[config.mk]
export PLATFORM = sky130hd
export DESIGN_NAME = tmr8_timer
export DESIGN_NICKNAME = d
export VERILOG_FILES = /design/src/hw/tmr8_pkg.sv /design/src/hw/tmr8_tick_if.sv /design/src/hw/tmr8_clksel.sv /design/src/hw/tmr8_timer.sv /design/src/hw/tmr8_wavegen.sv
export VERILOG_INCLUDE_DIRS = /design/src /design/src/hw
export SDC_FILE = /design/constraint.sdc
export NUM_CORES = 1
export LEC_CHECK = 0
export BUFFER_PORTS_ARGS = -buffer_cell sky130_fd_sc_hd__buf_2
export CORE_MARGIN = 3
export CORE_UTILIZATION = 59
export DETAILED_ROUTE_END_ITERATION = 8
export PLACE_DENSITY = 0.95
export SYNTH_ARGS = -nofsm -noshare
export SYNTH_HDL_FRONTEND = slang
export SYNTH_SLANG_ARGS = --single-unit
export TNS_END_PERCENT = 30
[constraint.sdc]
create_clock -name clk -period 6.2 [get_ports clk]
set_input_delay 1.24 -clock clk [delete_from_list [all_inputs] [get_ports clk]]
set_output_delay 1.24 -clock clk [all_outputs]
set_load 0.1 [all_outputs]
[src/hw/tmr8_regs.svh]
`ifndef TMR8_REGS_SVH
`define TMR8_REGS_SVH
// Byte offsets of the registers on the Avalon-MM slave.
`define TMR8_OFS_COUNT 5'h00
`define TMR8_OFS_COMPARE 5'h04
`define TMR8_OFS_FLAG 5'h08
`define TMR8_OFS_MASK 5'h0c
`define TMR8_OFS_ASYNC 5'h10
`define TMR8_OFS_CTRL 5'h14
// Bit positions in the flag and mask registers.
`define TMR8_BIT_CMP 7
`define TMR8_BIT_OVF 6
// Bit position of the asynchronous clock select in the async status register.
`define TMR8_BIT_ASYNC_SEL 3
// Control register fields: clock select, waveform mode, output mode, force.
`define TMR8_CS_MSB 2
`define TMR8_CS_LSB 0
`define TMR8_MODE_MSB 4
`define TMR8_MODE_LSB 3
`define TMR8_COM_MSB 6
`define TMR8_COM_LSB 5
`define TMR8_BIT_FORCE 7
// Counter extremes and reset values.
`define TMR8_VAL_BOTTOM 8'h00
`define TMR8_VAL_MAX 8'hff
`define TMR8_RST_BYTE 8'h00
`define TMR8_RST_CTRL 7'h00
// Prescaler tap masks, one per clock select code.
`define TMR8_TAP_1 10'h000
`define TMR8_TAP_8 10'h007
`define TMR8_TAP_32 10'h01f
`define TMR8_TAP_64 10'h03f
`define TMR8_TAP_128 10'h07f
`define TMR8_TAP_256 10'h0ff
`define TMR8_TAP_1024 10'h3ff
`endif

[src/hw/tmr8_pkg.sv]
`default_nettype none
package tmr8_pkg;
    // Waveform generation modes, in control register encoding order.
    typedef enum logic [1:0] {mode_normal, mode_pwm_pc, mode_ctc, mode_pwm_fast} tmr8_mode_type;

    // State of the timer core and its bus slave.
    typedef struct packed {
        logic [7:0] count;
        logic [7:0] compare;
        logic [7:0] cmp_buf;
        logic cmp_flag;
        logic ovf_flag;
        logic cmp_mask;
        logic ovf_mask;
        logic async_sel;
        logic [6:0] ctrl;
        logic down;
        logic block;
        logic resp;
        logic [31:0] rdata;
    } tmr8_core_type;

    // State of the clock select and prescaler.
    typedef struct packed {
        logic [1:0] xtal_sync;
        logic xtal_last;
        logic drive;
        logic [9:0] pre;
    } tmr8_clk_type;

    // State of the waveform generator.
    typedef struct packed {
        logic pin;
    } tmr8_wave_type;

    // True for both PWM modes, where the compare value is double buffered.
    function automatic logic tmr8_is_pwm(input tmr8_mode_type m);
        return (m == mode_pwm_pc) || (m == mode_pwm_fast);
    endfunction : tmr8_is_pwm
endpackage : tmr8_pkg
`default_nettype wire

[src/hw/tmr8_tick_if.sv]
`timescale 1ns/1ns
`default_nettype none
// Carries the timer tick and the compare events between the timer's parts.
interface tmr8_tick_if;
    logic tick; // One-cycle timer clock enable.
    logic match_evt; // Unblocked compare match on a tick.
    logic wrap_evt; // Tick on which the counter leaves MAX.
    logic force_evt; // Software forced compare strobe.
    logic down; // Counting direction in phase correct mode.
    tmr8_pkg::tmr8_mode_type mode; // Active waveform mode.
    logic [1:0] com; // Compare output mode.
    modport clk_src(output tick);
    modport wave(input tick, input match_evt, input wrap_evt, input force_evt,
        input down, input mode, input com);
endinterface : tmr8_tick_if
`default_nettype wire

[src/hw/tmr8_clksel.sv]
`timescale 1ns/1ns
`default_nettype none
`include "tmr8_regs.svh"
// Picks the tick source and divides it down through a ten bit prescaler.
module tmr8_clksel (
    input wire logic clk,
    input wire logic rst_n,
    input wire logic xtal_in,
    input wire logic async_sel,
    input wire logic [2:0] clk_sel,
    output logic xtal_drive,
    tmr8_tick_if.clk_src bus
);
    tmr8_pkg::tmr8_clk_type q, n; // Registered state and its next value.
    logic base; // One base tick of the selected source.
    logic [9:0] tap; // Prescaler mask for the selected division.

    // Decodes a clock select code into a prescaler tap mask.
    function automatic logic [9:0] tap_mask(input logic [2:0] cs);
        case (cs)
            3'h1: return `TMR8_TAP_1;
            3'h2: return `TMR8_TAP_8;
            3'h3: return `TMR8_TAP_32;
            3'h4: return `TMR8_TAP_64;
            3'h5: return `TMR8_TAP_128;
            3'h6: return `TMR8_TAP_256;
            default: return `TMR8_TAP_1024;
        endcase
    endfunction : tap_mask

    // The crystal pin is sampled twice before its edge is looked at.
    always_comb
    begin
        n = q;
        n.xtal_sync = {q.xtal_sync[0], xtal_in};
        n.xtal_last = q.xtal_sync[1];
        // The oscillator amplifier only runs while the crystal is in use.
        n.drive = async_sel & ~q.xtal_sync[1];
        base = async_sel ? (q.xtal_sync[1] & ~q.xtal_last) : 1'b1;
        tap = tap_mask(clk_sel);
        bus.tick = 1'b0;
        if ((clk_sel != 3'h0) && base)
        begin
            n.pre = q.pre + 10'h001;
            bus.tick = (q.pre & tap) == tap;
        end
    end

    // Registers the state.
    always_ff @(posedge clk or negedge rst_n)
    begin
        if (!rst_n)
        begin
            q <= '0;
        end
        else
        begin
            q <= n;
        end
    end

    assign xtal_drive = q.drive;
endmodule : tmr8_clksel
`default_nettype wire

[src/hw/tmr8_timer.sv]
// Design decisions made here: the register addresses and the Avalon-MM slave port.
`timescale 1ns/1ns
`default_nettype none
`include "tmr8_regs.svh"
module tmr8_timer (
    input wire logic clk,
    input wire logic rst_n,
    input wire logic [4:0] avs_address,
    input wire logic avs_read,
    input wire logic avs_write,
    input wire logic [31:0] avs_writedata,
    input wire logic [3:0] avs_byteenable,
    output logic [31:0] avs_readdata,
    output logic avs_waitrequest,
    input wire logic crystal_pin_a,
    output logic crystal_pin_b,
    output logic compare_output_pin,
    output logic compare_output_pin_oe,
    output logic irq_compare_req,
    output logic irq_overflow_req,
    input wire logic irq_compare_ack,
    input wire logic irq_overflow_ack
);
    tmr8_pkg::tmr8_core_type q, n; // Registered state and its next value.
    tmr8_pkg::tmr8_mode_type mode; // Decoded waveform mode.
    logic access; // A bus request is pending.
    logic wr; // A write takes effect on this edge.
    logic [7:0] wd; // Low byte of the write data.
    logic [7:0] rd; // Read value before zero extension.
    logic [7:0] top_val; // Highest value of the count sequence.
    logic match; // Count equals the active compare value.
    logic at_bottom; // Count sits at BOTTOM.
    logic at_max; // Count sits at MAX.
    logic wr_count; // Software writes the count.
    logic wr_compare; // Software writes the compare value.
    logic pwm; // A PWM mode is active.

    tmr8_tick_if tif();

    // Clock select and prescaler; the async select bit steers the source.
    tmr8_clksel u_clksel (
        .clk(clk),
        .rst_n(rst_n),
        .xtal_in(crystal_pin_a),
        .async_sel(q.async_sel),
        .clk_sel(q.ctrl[`TMR8_CS_MSB:`TMR8_CS_LSB]),
        .xtal_drive(crystal_pin_b),
        .bus(tif.clk_src)
    );

    // Waveform generator for the compare output pin.
    tmr8_wavegen u_wavegen (
        .clk(clk),
        .rst_n(rst_n),
        .bus(tif.wave),
        .pin(compare_output_pin),
        .pin_oe(compare_output_pin_oe)
    );

    // Decodes of the current count, used by counter, flags and waveform.
    always_comb
    begin
        mode = tmr8_pkg::tmr8_mode_type'(q.ctrl[`TMR8_MODE_MSB:`TMR8_MODE_LSB]);
        pwm = tmr8_pkg::tmr8_is_pwm(mode);
        match = q.count == q.compare;
        at_bottom = q.count == `TMR8_VAL_BOTTOM;
        at_max = q.count == `TMR8_VAL_MAX;
        top_val = (mode == tmr8_pkg::mode_ctc) ? q.compare : `TMR8_VAL_MAX;
        access = avs_read | avs_write;
        wr = avs_write & q.resp & avs_byteenable[0];
        wd = avs_writedata[7:0];
        wr_count = wr && (avs_address == `TMR8_OFS_COUNT);
        wr_compare = wr && (avs_address == `TMR8_OFS_COMPARE);
    end

    // Read multiplexer; reserved bits and unmapped offsets read as zero.
    always_comb
    begin
        rd = 8'h00;
        case (avs_address)
            `TMR8_OFS_COUNT: rd = q.count;
            `TMR8_OFS_COMPARE: rd = q.cmp_buf;
            `TMR8_OFS_FLAG:
            begin
                rd[`TMR8_BIT_CMP] = q.cmp_flag;
                rd[`TMR8_BIT_OVF] = q.ovf_flag;
            end
            `TMR8_OFS_MASK:
            begin
                rd[`TMR8_BIT_CMP] = q.cmp_mask;
                rd[`TMR8_BIT_OVF] = q.ovf_mask;
            end
            `TMR8_OFS_ASYNC: rd[`TMR8_BIT_ASYNC_SEL] = q.async_sel;
            `TMR8_OFS_CTRL: rd = {1'b0, q.ctrl};
            default: rd = 8'h00;
        endcase
    end

    // Next state: bus slave, register writes, counter and flags.
    always_comb
    begin
        n = q;
        // Every request waits exactly one cycle; read data is captured then.
        n.resp = access & ~q.resp;
        if (access && !q.resp)
        begin
            n.rdata = {24'h000000, rd};
        end
        // Clearing comes first so that a flag set on the same edge wins.
        if (wr && avs_address == `TMR8_OFS_FLAG)
        begin
            if (wd[`TMR8_BIT_CMP])
            begin
                n.cmp_flag = 1'b0;
            end
            if (wd[`TMR8_BIT_OVF])
            begin
                n.ovf_flag = 1'b0;
            end
        end
        if (irq_compare_ack)
        begin
            n.cmp_flag = 1'b0;
        end
        if (irq_overflow_ack)
        begin
            n.ovf_flag = 1'b0;
        end
        if (wr && avs_address == `TMR8_OFS_MASK)
        begin
            n.cmp_mask = wd[`TMR8_BIT_CMP];
            n.ovf_mask = wd[`TMR8_BIT_OVF];
        end
        if (wr && avs_address == `TMR8_OFS_ASYNC)
        begin
            n.async_sel = wd[`TMR8_BIT_ASYNC_SEL];
        end
        if (wr && avs_address == `TMR8_OFS_CTRL)
        begin
            n.ctrl = wd[6:0];
        end
        if (mode != tmr8_pkg::mode_pwm_pc)
        begin
            n.down = 1'b0;
        end
        if (tif.tick)
        begin
            // A count write blocks a match only on the first tick after it.
            n.block = 1'b0;
            if (match && !q.block)
            begin
                n.cmp_flag = 1'b1;
            end
            case (mode)
                tmr8_pkg::mode_pwm_pc:
                begin
                    if (!q.down)
                    begin
                        n.down = at_max;
                        n.count = at_max ? q.count - 8'h01 : q.count + 8'h01;
                    end
                    else
                    begin
                        n.down = !at_bottom;
                        n.count = at_bottom ? q.count + 8'h01 : q.count - 8'h01;
                        if (at_bottom)
                        begin
                            n.ovf_flag = 1'b1;
                        end
                    end
                end
                tmr8_pkg::mode_ctc:
                begin
                    // Reaching TOP restarts the period from BOTTOM.
                    n.count = (q.count == top_val) ? `TMR8_VAL_BOTTOM : q.count + 8'h01;
                    if (at_max)
                    begin
                        n.ovf_flag = 1'b1;
                    end
                end
                default:
                begin
                    n.count = q.count + 8'h01;
                    if (at_max)
                    begin
                        n.ovf_flag = 1'b1;
                    end
                end
            endcase
            // The buffered compare value moves across only at TOP.
            if (pwm && at_max)
            begin
                n.compare = q.cmp_buf;
            end
        end
        if (wr_compare)
        begin
            n.cmp_buf = wd;
            if (!pwm)
            begin
                n.compare = wd;
            end
        end
        // Placed last so a count write overrides any tick on this edge.
        if (wr_count)
        begin
            n.count = wd;
            n.block = 1'b1;
        end
    end

    // Registers the state; everything starts on the I/O clock, stopped.
    always_ff @(posedge clk or negedge rst_n)
    begin
        if (!rst_n)
        begin
            q <= '0;
        end
        else
        begin
            q <= n;
        end
    end

    // Events handed to the waveform generator.
    assign tif.match_evt = tif.tick & match & ~q.block;
    assign tif.wrap_evt = tif.tick & at_max;
    assign tif.force_evt = wr && (avs_address == `TMR8_OFS_CTRL) && wd[`TMR8_BIT_FORCE] && !pwm;
    assign tif.down = q.down;
    assign tif.mode = mode;
    assign tif.com = q.ctrl[`TMR8_COM_MSB:`TMR8_COM_LSB];

    assign avs_waitrequest = access & ~q.resp;
    assign avs_readdata = q.rdata;
    assign irq_compare_req = q.cmp_flag & q.cmp_mask;
    assign irq_overflow_req = q.ovf_flag & q.ovf_mask;
endmodule : tmr8_timer
`default_nettype wire

[src/hw/tmr8_wavegen.sv]
`timescale 1ns/1ns
`default_nettype none
`include "tmr8_regs.svh"
// Drives the compare output pin from compare events and the waveform mode.
module tmr8_wavegen (
    input wire logic clk,
    input wire logic rst_n,
    tmr8_tick_if.wave bus,
    output logic pin,
    output logic pin_oe
);
    tmr8_pkg::tmr8_wave_type q, n; // Registered output level.

    // Non-PWM modes act on matches and forces; PWM modes set and clear.
    always_comb
    begin
        n = q;
        case (bus.mode)
            tmr8_pkg::mode_pwm_fast:
            begin
                // Clear or set on match, the opposite when the count wraps.
                if (bus.match_evt && bus.com[1])
                begin
                    n.pin = bus.com[0];
                end
                else if (bus.wrap_evt && bus.com[1])
                begin
                    n.pin = ~bus.com[0];
                end
            end
            tmr8_pkg::mode_pwm_pc:
            begin
                // Up-count matches clear, down-count matches set, inverted by com[0].
                if (bus.match_evt && bus.com[1])
                begin
                    n.pin = bus.down ^ bus.com[0];
                end
            end
            default:
            begin
                if (bus.match_evt || bus.force_evt)
                begin
                    case (bus.com)
                        2'h1: n.pin = ~q.pin;
                        2'h2: n.pin = 1'b0;
                        2'h3: n.pin = 1'b1;
                        default: n.pin = q.pin;
                    endcase
                end
            end
        endcase
    end

    // Registers the pin level.
    always_ff @(posedge clk or negedge rst_n)
    begin
        if (!rst_n)
        begin
            q <= '0;
        end
        else
        begin
            q <= n;
        end
    end

    assign pin = q.pin;
    // The generator takes the pin only when an output mode is chosen.
    assign pin_oe = bus.com != 2'h0;
endmodule : tmr8_wavegen
`default_nettype wire

==> metrics.cfg <==
[clocking]
postCtsSetupBuffers = 0
cts-htree-levels = 3
cts_hold_buffers = 0
clock_path_buffers = 2
cts-resized-gates = 0
clk_pin_slew_ps = 70
cts_tree = built
root_buffer = clkbuf_8
numClockSinks = 62
numCtsBuffers = 9
clock_latency_ps = 360

[place]
hpwlAfterDp_um = 6850
port_buffers = 34
routabilityCongestion = 0.940
post-place-ws_ps = 2600

[global_route]
antenna_found_initial = 0
grt_pass1_vias = 3065
grt_max_degree = 63
met3_usage = 0.0681
top_usage_layer = met2
met2_usage = 0.414
grt_pass1_wl_um = 14900
grt_usage = 0.253
globalRouteMet1Util = 0.318
grt.overflow.total = 0

[timing]
clock_skew_ps = 5.21
setup_violations = 0
worst_slack_ps = 2570
slew_violations = 0
fin_tns_setup_ps = 0
worst_slew_pin_slew_ps = 817
timing.final.crit_share = 0.585
slew_headroom = 0.453
fmax_mhz = 276
fin_crit_ps = 3630
hold_viol = 0
rsz0062_at_grt = no

[drt]
wirelength_um = 9450
drc = 0
initialDrtViolationCount = 310
num_vias = 3165
wire_per_inst_um = 18.6
vias_per_cell = 6.24
firstDrtPassIters = 5
ant_nets = 0

[logic_synthesis]
synth_cell_types = 61
ys_warn_count = 0
synthArstFlopShare = 1.00
ys.flop_type = dfrtp_1
syn_avg_cell_area_um2 = 9.56
synthesis.instances = 408
synth_edf_count = 0
netlist_area_mm2 = 0.00390
ys_seq_area_frac = 0.398
synth-seq-cells = 62

[final_layout]
mostFrequentLayoutCells = 62 x dfrtp_1, 38 x nand2_1, 34 x buf_2
n_fill_cell = 453
final_common_cell = dfrtp_1
drive_gt1_frac = 0.211
regArea_mm2 = 0.00155
multi_input_area_mm2 = 0.00206
diodes = 0
nNetsFinal = 483
areaGrowthSynthToFinish_pct = 6.13

[critical_path]
start_kind = primary input
critical_path.endpoint_type = output port
critPathArrivalTime_ps = 2390
path_class = in -> out
cp_max_fo = 9
cp.required_ps = 4960
rr_worst_depth = 8

[run]
drv_cap = 0

[die]
start_util = 0.632
dieHeight_um = 87.3
die_area_mm2 = 0.00762
fp.dieW_um = 87.3
core_area_mm2 = 0.00617
rows = 28
ioPinCount = 86

[status]
status = complete, no violations

[pwr]
powerDensity_mw_per_mm2 = 348
p_leak_nw = 1.83
ir_worst_vdd_mv = 0.284

[hold_path]
hold_depth = 0
min_path_type = reg -> reg

==> flip-flops by register name (all words and copies together) (netlist names) <==
| name | cells |
|---|---|
| u_clksel.n | 2 |
| avs_readdata | 8 |
| tif.down | 1 |
| u_clksel.xtal_drive | 1 |
| u_clksel.q | 11 |
| u_wavegen.pin | 1 |
| q | 36 |
| mode | 2 |
==> Yosys cell counts, types with 5 or more instances <==
| master | instances | share of area |
|---|---|---|
| o21ai_0 | 18 | 0.023 |
| mux2i_1 | 9 | 0.023 |
| nor3_1 | 6 | 0.0077 |
| buf_4 | 34 | 0.065 |
| a21oi_1 | 19 | 0.024 |
| inv_1 | 15 | 0.014 |
| dfrtp_1 | 62 | 0.40 |
| nand2_1 | 38 | 0.037 |
| xnor2_1 | 17 | 0.038 |
| o211ai_1 | 6 | 0.012 |
| ha_1 | 8 | 0.026 |
| clkbuf_1 | 13 | 0.013 |
| nor2b_1 | 6 | 0.0096 |
| nand4_1 | 7 | 0.011 |
| mux2_2 | 22 | 0.064 |
| nand3_1 | 16 | 0.021 |
| a22oi_1 | 6 | 0.012 |
| nor2_1 | 27 | 0.026 |
| and2_1 | 5 | 0.0080 |
==> power breakdown <==
part / internal, mW / leakage [nW] / switching (mW)
logic: 0.176 / 0.976 / 0.308
registers: 0.470 / 0.762 / 0.122
clock network: 0.196 / 0.0955 / 0.167
==> per-stage QoR <==
step | total power [mW] | hold WS [ps] | cell area, µm² | utilization | cells
2_1_floorplan | 0.981 | 331 | 3990 | - | 431
3_3_place_gp | 1.04 | 332 | 3940 | 0.639 | 491
3_5_place_dp | 1.07 | 353 | 3940 | 0.639 | 491
4_1_cts | 1.43 | 369 | 4140 | 0.671 | 507
5_1_grt | 1.51 | 378 | 4140 | 0.671 | 507
6_report | 1.44 | 375 | 4140 | 0.671 | 507
==> layer usage <==
layer,vias to the layer above,wire length (µm),part of all wire
met5,-,0,0
li1,1427,-,-
met1,1554,3690,0.39
met2,159,4800,0.51
met3,25,724,0.077
met4,0,242,0.026
==> path summary, 6_finish.rpt <==
path / startpoint / to / slack, ps
setup / recovery: avs_write / avs_waitrequest / 2570
hold / removal: u_clksel.n[13] / u_clksel.n[11] / 370
setup reg to reg: q[63] / q[64] / 3500
hold reg to reg: u_clksel.n[13] / u_clksel.n[11] / 370
max in group asynchronous: rst_n / u_clksel.q[6] / 4630
min in group asynchronous: rst_n / q[64] / 1050
==> worst max-delay path, cell delays in order <==
cell	delay, ps
buf_2	100
nor2_1	50
or2_2	350
inv_1	180
buf_2	460
==> cell type report <==
| type | instances | area share |
|---|---|---|
| clock inverters | 5 | 0.0142 |
| multi-input cells | 304 | 0.497 |
| flip-flops and latches | 62 | 0.375 |
| well taps | 75 | 0.0227 |
| inverters | 15 | 0.0136 |
| clock buffers | 11 | 0.0342 |
| repair buffers | 35 | 0.0429 |
==> kinds of logic after synthesis <==
family | synth area share
muxes | 0.0982
adders and majority gates | 0.0257
buffers and inverters | 0.0963
other | 0.000962
AOI/OAI and AO/OA | 0.142
and+or+nand+nor | 0.191
xor gates and xnor gates | 0.0472
DFF | 0.398
Note: power is estimated with default switching activity, not from simulation.
